[src/rtl/pesu_pkg.sv]
// package for the precise event sampling unit: register map, fields, event codes
package pesu_pkg;
  // register byte offsets (all chosen, one aligned word each)
  localparam logic [7:0] OFF_ENABLE_LO = 8'h00;
  localparam logic [7:0] OFF_ENABLE_HI = 8'h04;
  localparam logic [7:0] OFF_SEL0 = 8'h10;
  localparam logic [7:0] OFF_CNT0 = 8'h20;
  localparam logic [7:0] OFF_OVF_STATUS = 8'h30;
  localparam logic [7:0] OFF_OVF_CLEAR = 8'h34;
  localparam logic [7:0] OFF_INT_STATUS = 8'h38;
  localparam logic [7:0] OFF_INT_MASK = 8'h3C;
  localparam logic [7:0] OFF_REC_COUNT = 8'h40;

  localparam int NUM_CTR = 8;
  localparam int NUM_SAMPLE_CTR = 4;
  localparam int STORE_CTR = 3;
  localparam int DIST_CTR = 1;
  // bit 63 of the 64-bit enable register is bit 31 of its high word
  localparam int STORE_EN_BIT = 31;
  localparam int LAT_EN_BASE = 0;

  // event selector fields
  localparam int SEL_EVENT_LSB = 0;
  localparam int SEL_UMASK_LSB = 8;
  localparam int SEL_EDGE_BIT = 18;
  localparam int SEL_ANY_THREAD_BIT = 21;
  localparam int SEL_EN_BIT = 22;
  localparam int SEL_INVERT_BIT = 23;
  localparam int SEL_COUNTER_MASK_FIELD_LSB = 24;

  localparam logic [7:0] EV_INSTR_RETIRED = 8'hC0;
  localparam logic [7:0] EV_MICRO_OPS_RETIRED_EVENT = 8'hC2;
  localparam logic [7:0] EV_BRANCHES = 8'hC4;
  localparam logic [7:0] EV_MISP_BRANCHES = 8'hC5;
  localparam logic [7:0] EV_MEM_UOPS = 8'hD0;
  localparam logic [7:0] EV_LOAD_SOURCE = 8'hD1;
  localparam logic [7:0] EV_LLC_SNOOP = 8'hD2;
  localparam logic [7:0] EV_MEM_TRANS = 8'hCD;
  localparam logic [7:0] UM_PRECISE_DISTRIBUTION_SUBEVENT = 8'h01;

  // record field offsets
  localparam logic [7:0] REC_OFF_ADDR = 8'h98;
  localparam logic [7:0] REC_OFF_SOURCE = 8'hA0;
  localparam logic [7:0] REC_OFF_LATENCY = 8'hA8;

  // instruction address skid
  localparam logic [1:0] SKID_PLAIN = 2'h1;
  localparam logic [1:0] SKID_FUSED = 2'h2;

  localparam logic [1:0] RESP_OKAY = 2'h0;
  localparam logic [1:0] RESP_SLVERR = 2'h2;

  typedef struct packed {
    logic [63:0] ip;
    logic [63:0] linear_addr;
    logic [63:0] source_status;
    logic [63:0] latency;
    logic [2:0] counter;
    logic store_mode;
  } pesu_record_type;

  typedef struct packed {
    logic retire;
    logic fused;
    logic [63:0] ip;
    logic is_store;
    logic [63:0] linear_addr;
    logic [5:0] mem_info;
    logic [15:0] load_latency;
  } pesu_retire_type;
endpackage

[src/rtl/pesu_top.sv]
// precise event sampling unit: counters, arming, record build, AXI4-Lite registers
// Operation
// only counters 0-3 may produce sample records
// bit 63 enables store capture on counter 3
// precise distribution subevent only on counter 1
// captured address trails one, two when fused
// selector qualifiers must be zero for sampling
// reprogram sampling counters only while disabled
// software writes enables at start, clears after
// record offset 98H holds load/store linear address
// offset A0H holds data source or store status
// offset A8H latency, or zero for stores
// clear overflow only of overflowed, enabled counters
// accept C2H, C4H, C5H events with masks
// accept D1H, D2H memory events with masks
// overflow arms; next event writes the record
// low enable bits select sampling counters
// record mode follows overflowing counter's facility
`timescale 1ns/1ps
`default_nettype none
module pesu_top (
  // clock and reset
  input wire logic aclk,
  input wire logic aresetn,
  // AXI4-Lite slave
  input wire logic [7:0] s_axi_awaddr,
  input wire logic s_axi_awvalid,
  output logic s_axi_awready,
  input wire logic [31:0] s_axi_wdata,
  input wire logic [3:0] s_axi_wstrb,
  input wire logic s_axi_wvalid,
  output logic s_axi_wready,
  output logic [1:0] s_axi_bresp,
  output logic s_axi_bvalid,
  input wire logic s_axi_bready,
  input wire logic [7:0] s_axi_araddr,
  input wire logic s_axi_arvalid,
  output logic s_axi_arready,
  output logic [31:0] s_axi_rdata,
  output logic [1:0] s_axi_rresp,
  output logic s_axi_rvalid,
  input wire logic s_axi_rready,
  // core events: one event pulse per counter plus retirement info
  input wire logic [7:0] event_hit,
  input wire pesu_pkg::pesu_retire_type retire_info,
  // sample record stream
  output pesu_pkg::pesu_record_type record,
  output logic record_valid,
  // interrupt
  output logic irq
);
  localparam int N = pesu_pkg::NUM_CTR;

  logic [31:0] enable_lo, next_enable_lo;
  logic [31:0] enable_hi, next_enable_hi;
  logic [31:0] sel [N], next_sel [N];
  logic [31:0] cnt [N], next_cnt [N];
  logic [N-1:0] ovf, next_ovf;
  logic [3:0] armed, next_armed;
  logic [1:0] int_status, next_int_status;
  logic [1:0] int_mask, next_int_mask;
  logic [31:0] rec_count, next_rec_count;
  logic [63:0] prev_ip, next_prev_ip;
  logic [63:0] prev2_ip, next_prev2_ip;
  pesu_pkg::pesu_record_type next_record;
  logic next_record_valid;
  logic next_irq;
  logic aw_held, next_aw_held, w_held, next_w_held;
  logic [7:0] aw_addr, next_aw_addr;
  logic [31:0] w_data, next_w_data;
  logic [3:0] w_strb, next_w_strb;
  logic next_awready, next_wready, next_bvalid, next_arready, next_rvalid;
  logic [1:0] next_bresp, next_rresp;
  logic [31:0] next_rdata;

  // selector qualifies for sampling on counter idx
  function automatic logic sel_ok(input logic [31:0] s, input int idx);
    logic [7:0] ev;
    logic [7:0] um;
    logic clean;
    logic ev_ok;
    ev = s[pesu_pkg::SEL_EVENT_LSB +: 8];
    um = s[pesu_pkg::SEL_UMASK_LSB +: 8];
    clean = !s[pesu_pkg::SEL_ANY_THREAD_BIT] && !s[pesu_pkg::SEL_EDGE_BIT]
      && !s[pesu_pkg::SEL_INVERT_BIT] && s[pesu_pkg::SEL_COUNTER_MASK_FIELD_LSB +: 8] == 8'h00;
    unique case (ev)
      pesu_pkg::EV_INSTR_RETIRED:
        ev_ok = (um == pesu_pkg::UM_PRECISE_DISTRIBUTION_SUBEVENT) && (idx == pesu_pkg::DIST_CTR);
      pesu_pkg::EV_MICRO_OPS_RETIRED_EVENT: ev_ok = um inside {8'h01, 8'h02};
      pesu_pkg::EV_BRANCHES: ev_ok = um inside {8'h01, 8'h02, 8'h04, 8'h08, 8'h20};
      pesu_pkg::EV_MISP_BRANCHES: ev_ok = um inside {8'h01, 8'h02, 8'h04, 8'h10, 8'h20};
      pesu_pkg::EV_MEM_UOPS:
        ev_ok = um inside {8'h11, 8'h12, 8'h21, 8'h41, 8'h42, 8'h81, 8'h82};
      pesu_pkg::EV_LOAD_SOURCE: ev_ok = um inside {8'h01, 8'h02, 8'h04, 8'h40};
      pesu_pkg::EV_LLC_SNOOP: ev_ok = um inside {8'h01, 8'h02, 8'h04, 8'h08};
      pesu_pkg::EV_MEM_TRANS: ev_ok = 1'b1;
      default: ev_ok = 1'b0;
    endcase
    return clean && ev_ok;
  endfunction

  // byte-lane merge of a write
  function automatic logic [31:0] merge(input logic [31:0] old, input logic [31:0] d,
                                        input logic [3:0] st);
    logic [31:0] r;
    r = old;
    for (int b = 0; b < 4; b++) begin
      if (st[b]) begin
        r[b*8 +: 8] = d[b*8 +: 8];
      end
    end
    return r;
  endfunction

  always_comb begin
    logic do_write;
    logic [7:0] wa;
    logic fired;
    logic [2:0] fire_idx;
    logic [N-1:0] clr_mask;
    logic [N-1:0] ovf_set;
    logic [7:0] ra;
    do_write = 1'b0;
    wa = 8'h00;
    fired = 1'b0;
    fire_idx = 3'h0;
    clr_mask = '0;
    ovf_set = '0;
    ra = s_axi_araddr;
    next_enable_lo = enable_lo;
    next_enable_hi = enable_hi;
    next_sel = sel;
    next_cnt = cnt;
    next_ovf = ovf;
    next_armed = armed;
    next_int_status = int_status;
    next_int_mask = int_mask;
    next_rec_count = rec_count;
    next_prev_ip = prev_ip;
    next_prev2_ip = prev2_ip;
    next_record = record;
    next_record_valid = 1'b0;
    next_aw_held = aw_held;
    next_w_held = w_held;
    next_aw_addr = aw_addr;
    next_w_data = w_data;
    next_w_strb = w_strb;
    next_awready = 1'b0;
    next_wready = 1'b0;
    next_bvalid = s_axi_bvalid && !s_axi_bready;
    next_bresp = s_axi_bresp;
    next_arready = 1'b0;
    next_rvalid = s_axi_rvalid && !s_axi_rready;
    next_rresp = s_axi_rresp;
    next_rdata = s_axi_rdata;

    // retire address history for the skid
    if (retire_info.retire) begin
      next_prev_ip = retire_info.ip;
      next_prev2_ip = prev_ip;
    end

    // counting and sampling; only the first firing counter is taken per cycle
    for (int i = 0; i < N; i++) begin
      if (sel[i][pesu_pkg::SEL_EN_BIT] && event_hit[i]) begin
        next_cnt[i] = cnt[i] + 32'h1;
        if (cnt[i] == 32'hFFFFFFFF) begin
          next_ovf[i] = 1'b1;
          ovf_set[i] = 1'b1;
          if (i < pesu_pkg::NUM_SAMPLE_CTR && enable_lo[i] && sel_ok(sel[i], i)) begin
            next_armed[2'(i)] = 1'b1;
          end
        end else if (i < pesu_pkg::NUM_SAMPLE_CTR && armed[2'(i)] && !fired) begin
          fired = 1'b1;
          fire_idx = 3'(i);
          next_armed[2'(i)] = 1'b0;
        end
      end
    end

    if (fired) begin
      next_record_valid = 1'b1;
      next_record.counter = fire_idx;
      next_record.ip = retire_info.fused ? prev2_ip : prev_ip;
      next_record.linear_addr = retire_info.linear_addr;
      next_record.store_mode = (fire_idx == 3'(pesu_pkg::STORE_CTR))
        && enable_hi[pesu_pkg::STORE_EN_BIT];
      if (next_record.store_mode) begin
        next_record.source_status = {58'h0, retire_info.mem_info};
        next_record.latency = 64'h0;
      end else begin
        next_record.source_status = {58'h0, retire_info.mem_info};
        next_record.latency = {48'h0, retire_info.load_latency};
      end
      for (int i = 0; i < pesu_pkg::NUM_SAMPLE_CTR; i++) begin
        clr_mask[i] = ovf[i] && enable_lo[i];
      end
      next_ovf = next_ovf & ~clr_mask;
      next_rec_count = rec_count + 32'h1;
      next_int_status[0] = 1'b1;
    end
    if (|ovf_set) begin
      next_int_status[1] = 1'b1;
    end

    // write channel: address and data taken in either order
    if (s_axi_awvalid && s_axi_awready) begin
      next_aw_held = 1'b1;
      next_aw_addr = s_axi_awaddr;
    end
    if (s_axi_wvalid && s_axi_wready) begin
      next_w_held = 1'b1;
      next_w_data = s_axi_wdata;
      next_w_strb = s_axi_wstrb;
    end
    next_awready = !next_aw_held && !s_axi_bvalid && !s_axi_awready;
    next_wready = !next_w_held && !s_axi_bvalid && !s_axi_wready;
    if (aw_held && w_held && !s_axi_bvalid) begin
      do_write = 1'b1;
      wa = aw_addr;
      next_aw_held = 1'b0;
      next_w_held = 1'b0;
      next_bvalid = 1'b1;
      next_bresp = pesu_pkg::RESP_OKAY;
    end
    if (do_write) begin
      unique case (wa) inside
        pesu_pkg::OFF_ENABLE_LO: next_enable_lo = merge(enable_lo, w_data, w_strb) & 32'h0000000F;
        pesu_pkg::OFF_ENABLE_HI: next_enable_hi = merge(enable_hi, w_data, w_strb) & 32'h80000000;
        pesu_pkg::OFF_OVF_CLEAR: next_ovf = (next_ovf & ~w_data[N-1:0]) | ovf_set;
        pesu_pkg::OFF_INT_STATUS: next_int_status = next_int_status & ~w_data[1:0];
        pesu_pkg::OFF_INT_MASK: next_int_mask = w_data[1:0];
        [8'h10:8'h1C]: next_sel[wa[3:2]] = merge(sel[wa[3:2]], w_data, w_strb);
        [8'h20:8'h2C]: next_cnt[wa[3:2]] = merge(cnt[wa[3:2]], w_data, w_strb);
        default: next_bresp = pesu_pkg::RESP_SLVERR;
      endcase
      // set wins over clear on the interrupt status
      if (fired) begin
        next_int_status[0] = 1'b1;
      end
      if (|ovf_set) begin
        next_int_status[1] = 1'b1;
      end
    end

    // read channel
    if (s_axi_arvalid && s_axi_arready) begin
      next_rvalid = 1'b1;
      next_rresp = pesu_pkg::RESP_OKAY;
      next_rdata = 32'h0;
      if (ra == pesu_pkg::OFF_ENABLE_LO) next_rdata = enable_lo;
      else if (ra == pesu_pkg::OFF_ENABLE_HI) next_rdata = enable_hi;
      else if (ra >= pesu_pkg::OFF_SEL0 && ra < pesu_pkg::OFF_CNT0) next_rdata = sel[ra[3:2]];
      else if (ra >= pesu_pkg::OFF_CNT0 && ra < pesu_pkg::OFF_OVF_STATUS)
        next_rdata = cnt[ra[3:2]];
      else if (ra == pesu_pkg::OFF_OVF_STATUS) next_rdata = {24'h0, ovf};
      else if (ra == pesu_pkg::OFF_INT_STATUS) next_rdata = {30'h0, int_status};
      else if (ra == pesu_pkg::OFF_INT_MASK) next_rdata = {30'h0, int_mask};
      else if (ra == pesu_pkg::OFF_REC_COUNT) next_rdata = rec_count;
      else if (ra != pesu_pkg::OFF_OVF_CLEAR) next_rresp = pesu_pkg::RESP_SLVERR;
    end
    next_arready = !next_rvalid && !s_axi_arready && !s_axi_arvalid ? 1'b0 :
      (!next_rvalid && !s_axi_arready);
    next_irq = |(next_int_status & next_int_mask);
  end

  always_ff @(posedge aclk) begin
    if (!aresetn) begin
      enable_lo <= 32'h0;
      enable_hi <= 32'h0;
      for (int i = 0; i < N; i++) begin
        sel[i] <= 32'h0;
        cnt[i] <= 32'h0;
      end
      ovf <= '0;
      armed <= 4'h0;
      int_status <= 2'h0;
      int_mask <= 2'h0;
      rec_count <= 32'h0;
      prev_ip <= 64'h0;
      prev2_ip <= 64'h0;
      record <= '0;
      record_valid <= 1'b0;
      irq <= 1'b0;
      aw_held <= 1'b0;
      w_held <= 1'b0;
      aw_addr <= 8'h00;
      w_data <= 32'h0;
      w_strb <= 4'h0;
      s_axi_awready <= 1'b0;
      s_axi_wready <= 1'b0;
      s_axi_bvalid <= 1'b0;
      s_axi_bresp <= 2'h0;
      s_axi_arready <= 1'b0;
      s_axi_rvalid <= 1'b0;
      s_axi_rresp <= 2'h0;
      s_axi_rdata <= 32'h0;
    end else begin
      enable_lo <= next_enable_lo;
      enable_hi <= next_enable_hi;
      sel <= next_sel;
      cnt <= next_cnt;
      ovf <= next_ovf;
      armed <= next_armed;
      int_status <= next_int_status;
      int_mask <= next_int_mask;
      rec_count <= next_rec_count;
      prev_ip <= next_prev_ip;
      prev2_ip <= next_prev2_ip;
      record <= next_record;
      record_valid <= next_record_valid;
      irq <= next_irq;
      aw_held <= next_aw_held;
      w_held <= next_w_held;
      aw_addr <= next_aw_addr;
      w_data <= next_w_data;
      w_strb <= next_w_strb;
      s_axi_awready <= next_awready;
      s_axi_wready <= next_wready;
      s_axi_bvalid <= next_bvalid;
      s_axi_bresp <= next_bresp;
      s_axi_arready <= next_arready;
      s_axi_rvalid <= next_rvalid;
      s_axi_rresp <= next_rresp;
      s_axi_rdata <= next_rdata;
    end
  end
endmodule
`default_nettype wire

[config.mk]
export PLATFORM = sky130hd
export DESIGN_NAME = pesu_top
export DESIGN_NICKNAME = d
export VERILOG_FILES = /design/src/rtl/pesu_pkg.sv /design/src/rtl/pesu_top.sv
export SDC_FILE = /design/constraint.sdc
export NUM_CORES = 2
export LEC_CHECK = 0
export ABC_AREA = 1
export BUFFER_PORTS_ARGS = -buffer_cell sky130_fd_sc_hd__buf_2
export CAP_MARGIN = 10
export CORE_AREA = 8 8 331 333
export DETAILED_ROUTE_END_ITERATION = 6
export DIE_AREA = 0 0 339 341
export PLACE_DENSITY = 0.63
export SLEW_MARGIN = 30
export SYNTH_ARGS = -nofsm -noshare
export SYNTH_HDL_FRONTEND = slang
export SYNTH_SLANG_ARGS = --single-unit
[constraint.sdc]
create_clock -name aclk -period 1.9 [get_ports aclk]
set_input_delay 0.285 -clock aclk [delete_from_list [all_inputs] [get_ports aclk]]
set_output_delay 0.285 -clock aclk [all_outputs]
set_load 0.02 [all_outputs]
* After elaboration in Yosys (flattened, before gate mapping)
Index checks and enable logic that the tools add are counted.
** Storage, ports and cells
- Bits in registers :: 982
- Latch bits :: 0
- RAM bits :: 0
- Memory bits (read-only) :: 0
- Bits of input ports :: 220
- Output and inout port bits :: 303
- Memories :: 0
** Operators by class
- $add $sub $neg :: 9
- $mul :: 0
- Div/mod/pow operators :: 0
- Order comparisons :: 11
- Equal/unequal tests :: 64
- Shift-type cells :: 0
- Multiplexer cells :: 142
- Bitwise logic cells :: 11
- Reductions and logical operators :: 86
** Operators by type and width (count)
- $mux 32 :: 25
- $bwmux 256 :: 2
- $mux 256 :: 2
- $bmux 32 s3 :: 4
- $add 32x1->32 const B :: 9
- $eq 32x32->1 const B :: 8
- $mux 8 :: 28
- $eq 8x8->1 const B :: 19
- $demux 32 s3 :: 1
- $eq 8x6->1 const B :: 10
- $mux 64 :: 1
- $mux 1 :: 60
- $eq 8x7->1 const B :: 7
- $eq 8x5->1 const B :: 6
- $logic_and 1x1->1 :: 42
- $eq 8x3->1 const B :: 4
- $logic_not 8->1 :: 4
- $mux 2 :: 16
- $reduce_bool 5->1 :: 4
- $logic_not 1->1 :: 17
- $and 8x8->8 :: 2
- $eq 8x1->1 const B :: 2
- $eq 8x2->1 const B :: 2
- $eq 8x4->1 const B :: 2
- 28 further kinds :: 46

* Depth between registers and ports, before layout
- Depth in word-level cells :: 15
- Gate-level depth with buffers :: 14
- Depth with buffers taken out :: 14

* Least setup slack after synthesis
No wires, ideal clock.
- Kind :: reg-to-reg
- From :: register s_axi_bvalid
- To :: register cnt[231] in the netlist's numbering
- Setup time :: 109 ps
- Arrival :: 1761 ps
- Required time :: 1791 ps
- Slack :: 30 ps
- Stages on the path, launching flop included :: 13
- Cell sequence :: dfxtp_1 > inv_2 > nand3_4 > nor2_8 > nand2_4 > inv_6 > nand2_4 > nand2_4 > nor2_4 > clkbuf_1 > nand4_1 > nand2_1 > inv_1
** Between the ends
- Word-level cells in the longest chain between the ends :: 13
- Elaborated cells between the ends (all ways) :: 22
- Those cells by class :: order compare (4); mux (13); bitwise (1); reduce/logical (4)
** Ends and longest elaborated chain
- start, declared :: line pesu_top.sv:34 : output logic s_axi_bvalid,
- start signal, assigned :: line pesu_top.sv:320 : s_axi_bvalid <= next_bvalid;
- $logic_not 1->1 * :: line pesu_top.sv:218 : if (aw_held && w_held && !s_axi_bvalid) begin
- $logic_and 1x1->1 * :: line pesu_top.sv:218
- $mux 8 :: line pesu_top.sv:218
- $not 2->3 (implied by the code) :: line pesu_top.sv:234 : [8'h20:8'h2C]: next_cnt[wa[3:2]] = merge(cnt[wa[3:2]], w_data, w_strb);
- $bmux 32 s3 :: line pesu_top.sv:234
- $mux 32 (implied by the code) (2 in series) :: line pesu_top.sv:234
- $mux 8 :: line pesu_top.sv:108 : if (st[b]) begin
- $mux 8 :: line pesu_top.sv:227 : unique case (wa) inside
- $mux 8 :: line pesu_top.sv:226 : if (do_write) begin
- $bwmux 256 :: line pesu_top.sv:234
- $mux 256 :: line pesu_top.sv:227
- $mux 256 * :: line pesu_top.sv:226
- end signal, assigned :: line pesu_top.sv:302 : cnt <= next_cnt;
- end, declared :: line pesu_top.sv:57 : logic [31:0] cnt [N], next_cnt [N];
Every way passes the cells marked *; elsewhere a longest branch is shown, timed or not. The select of a mux whose other input is x is not followed.
A chain may end at the register's enable or synchronous reset.

* Final worst setup path
- From :: register s_axi_bvalid
- To :: register cnt[254] in the netlist's numbering
Same word-level chain as after synthesis.

==> results.cfg <==
[pwr]
power.density_mw_per_mm2 = 623
internal_power_mw = 25.4
switching_share = 0.263
p_seq_frac = 0.422
p_sw_mw = 9.09
pwr-share-clk = 0.488
total_power_mw = 34.5
p_leak_nw = 24.5
peakVddDrop_mv = 0.784
combPwrFrac = 0.090

[synthesis]
synth-seq-cells = 674
async_flop_share = 0
syn_avg_cell_area_um2 = 6.43
yosysWarnings = 0
synthCells = 5610
ys_types = 52
syn-cell-area_mm2 = 0.0361
seq_area_frac_synth = 0.374
synth-edff-count = 0
synthFlopType = dfxtp_1

[min_path]
hold_class = input pin to register
min_delay_path_depth = 3
hold_end = prev_ip[34]$_SDFFE_PN0P_
hold_start = retire_info[121]

[place]
dp_hpwl_um = 130000
dpl.cell_count = 7783
gp_congestion = 1.07
buffer_ports.inserted = 407

[timing]
setup_tns_ns = -25.63
fmax_mhz = 476
clock_skew_ns = 0.0528
tightest_slew_ns = 0.914
period_minus_slack_ns = 2.10
final_hold_viol_count = 0
setup_viol = 410
setup_slack_ns = -0.199
rsz0062_at_grt = true
slew_headroom = 0.384
period_share = 1.10
slew_violations = 0

[critical_path]
critPathLaunchType = register
rrSetupSlack_ns = -0.20
required_ns = 2.48
crit_fanout = 7
r2r-end = cnt[254]$_SDFF_PN0_
arrival_ns = 2.68
reg2reg_depth = 14
path_class = register to register
reg2reg_from = s_axi_bvalid$_SDFF_PN0_
cp-end-kind = register

[global_routing]
grt_max_degree = 129
antenna_found_initial = 9
track_usage = 0.293
grt_pass1_wl_um = 261000
grt_pass1_vias = 40900
grt_overflow = 0

[floorplan]
start_util = 0.346
rows = 119
die_area_mm2 = 0.116
io-pin-count = 523
coreArea_mm2 = 0.104
die_w_um = 339
dieHeight_um = 341

[job]
cap_viol_max_count = 0

[drt]
num_vias = 45100
drcViolationCount = 0
via_per_inst = 5.45
wl_um = 195000
ant_nets = 0
drt_iter0_drc = 5432
wl_per_cell_um = 23.6
dr.pass1.iters = 6

[clocking]
numCtsBuffers = 79
insertion_delay_ns = 0.70
cts.path.max_buffers = 3
cts_tree = yes
clkSinkCount = 674
clk_pin_slew_ns = 0.06
cts-root-buf = clkbuf_16
h-tree-depth = 3

[final_layout]
layout.nets = 7050
drive_gt1_frac = 0.305
area_growth_pct = 53.6
multi_input_area_mm2 = 0.0219
fin_cells = 8282
final_common_cell = nand2_1
final_util = 0.531
layout_common_cells = nand2_1, nor2_1, dfxtp_1, buf_4, inv_1
nFillCells = 9710
ff_latch_area_mm2 = 0.0135

[run_status]
outcome = finished with violations
violations = setup timing
==> critical path, stage by stage (launching register included) <==
cell and delay [ns]:
dfxtp_2 0.33, inv_2 0.05, nand3_4 0.15, nor2_8 0.07
buf_6 0.13, nor2_4 0.22, inv_2 0.07, buf_6 0.13
nor2_4 0.10, buf_12 0.17, buf_12 0.15, buf_8 0.14
nand3_1 0.09, nand2_1 0.15, nor2_1 0.06
==> registers in the layout, summed over array words and instances, names as in the netlist, 2 cells and up, named ones only <==
register / flops
record: 151
sel: 128
cnt: 128
prev2_ip: 64
enable_lo: 4
aw_addr: 8
w_strb: 4
s_axi_rdata: 32
ovf: 8
armed: 2
prev_ip: 64
int_mask: 2
int_status: 2
rec_count: 32
w_data: 32
==> cells by family after synthesis <==
family	count (synthesis)	share of synthesized area
simple gates	2793	0.319
compound gates	1110	0.167
other cells	1	0.000104
xor+xnor	85	0.0206
flops	674	0.374
buf+inv	942	0.118
fa+ha+maj	5	0.00173
==> worst max path at each step <==
stage | to | start | cells after the start | slack [ns]
floorplan | cnt[231]$_SDFF_PN0_ | s_axi_bvalid$_SDFF_PN0_ | 12 | 0.03
global placement | s_axi_rdata[12]$_SDFFE_PN0P_ | s_axi_araddr[3] | 11 | -0.35
detailed placement | s_axi_rdata[12]$_SDFFE_PN0P_ | s_axi_araddr[3] | 11 | -0.38
CTS | rec_count[3]$_SDFFE_PN0N_ | cnt[209]$_SDFF_PN0_ | 13 | -0.14
global route | cnt[254]$_SDFF_PN0_ | s_axi_bvalid$_SDFF_PN0_ | 13 | -0.25
finish | cnt[254]$_SDFF_PN0_ | s_axi_bvalid$_SDFF_PN0_ | 14 | -0.20
==> routing by layer <==
layer	vias up	wire, um	GRT usage
li1	20400	-	-
met1	21200	74900	0.372
met2	2733	85400	0.460
met3	729	20700	0.0694
met4	4	14300	0.154
met5	-	22	0
==> timing repair <==
action,CTS,global route
pin swaps,47,296
cloned,23,62
resized for setup,299,902
setup buffers,43,54
endpoints found under the hold margin,182,0
hold buffers,185,0
endpoints found under the setup margin,449,460
==> power groups by stage <==
| stage | Sequential (mW) | Clock, mW | Combinational, mW |
|---|---|---|---|
| floorplan | 14.8 | 0 | 1.43 |
| global placement | 14.8 | 0 | 2.47 |
| detailed placement | 14.9 | 0 | 2.48 |
| CTS | 14.5 | 16.9 | 2.84 |
| global route | 14.6 | 17.5 | 3.26 |
| finish | 14.6 | 16.8 | 3.11 |
==> cells in the mapped netlist, types with 5 or more instances <==
master / number / area share
nand3b_1: 15 / 0.0031
dfxtp_1: 674 / 0.37
o221ai_1: 25 / 0.0061
o22ai_1: 85 / 0.015
xnor2_1: 22 / 0.0053
nand4_1: 77 / 0.013
nor3_2: 5 / 0.0014
buf_6: 23 / 0.0072
o21ai_1: 35 / 0.0049
nor3_1: 99 / 0.014
o2111ai_1: 28 / 0.0068
nor2_1: 904 / 0.094
nand2_1: 1295 / 0.13
o21ai_0: 504 / 0.070
clkbuf_1: 200 / 0.021
buf_2: 55 / 0.0076
ha_1: 5 / 0.0017
nor2_2: 10 / 0.0017
xor2_1: 63 / 0.015
a21oi_1: 373 / 0.052
nand3_1: 359 / 0.050
inv_1: 503 / 0.052
inv_2: 15 / 0.0016
buf_1: 18 / 0.0019
o21a_1: 43 / 0.0089
buf_4: 121 / 0.025
nor4_1: 7 / 0.0012
==> metrics by stage <==
stage / hold slack (ns) / cell area, um2 / setup WS, ns
floorplan: 0.409 / 36500 / 0.0300
global placement: 0.434 / 43900 / -0.345
detailed placement: 0.441 / 43900 / -0.375
CTS: 0.000411 / 50600 / -0.135
global route: 0.0234 / 55400 / -0.250
finish: 0.0465 / 55400 / -0.199
==> layout make-up <==
| class | instances | area share |
|---|---|---|
| antenna | 5 | 0.000226 |
| clock buffer | 112 | 0.0421 |
| tap | 1391 | 0.0314 |
| sequential | 674 | 0.244 |
| inverter | 524 | 0.0380 |
| multi-input combinational | 4105 | 0.395 |
| clock inverter | 30 | 0.00946 |
| timing repair inverter | 3 | 0.00113 |
| timing repair buffer | 1438 | 0.239 |
Note: power is estimated with default switching activity, not from simulation.
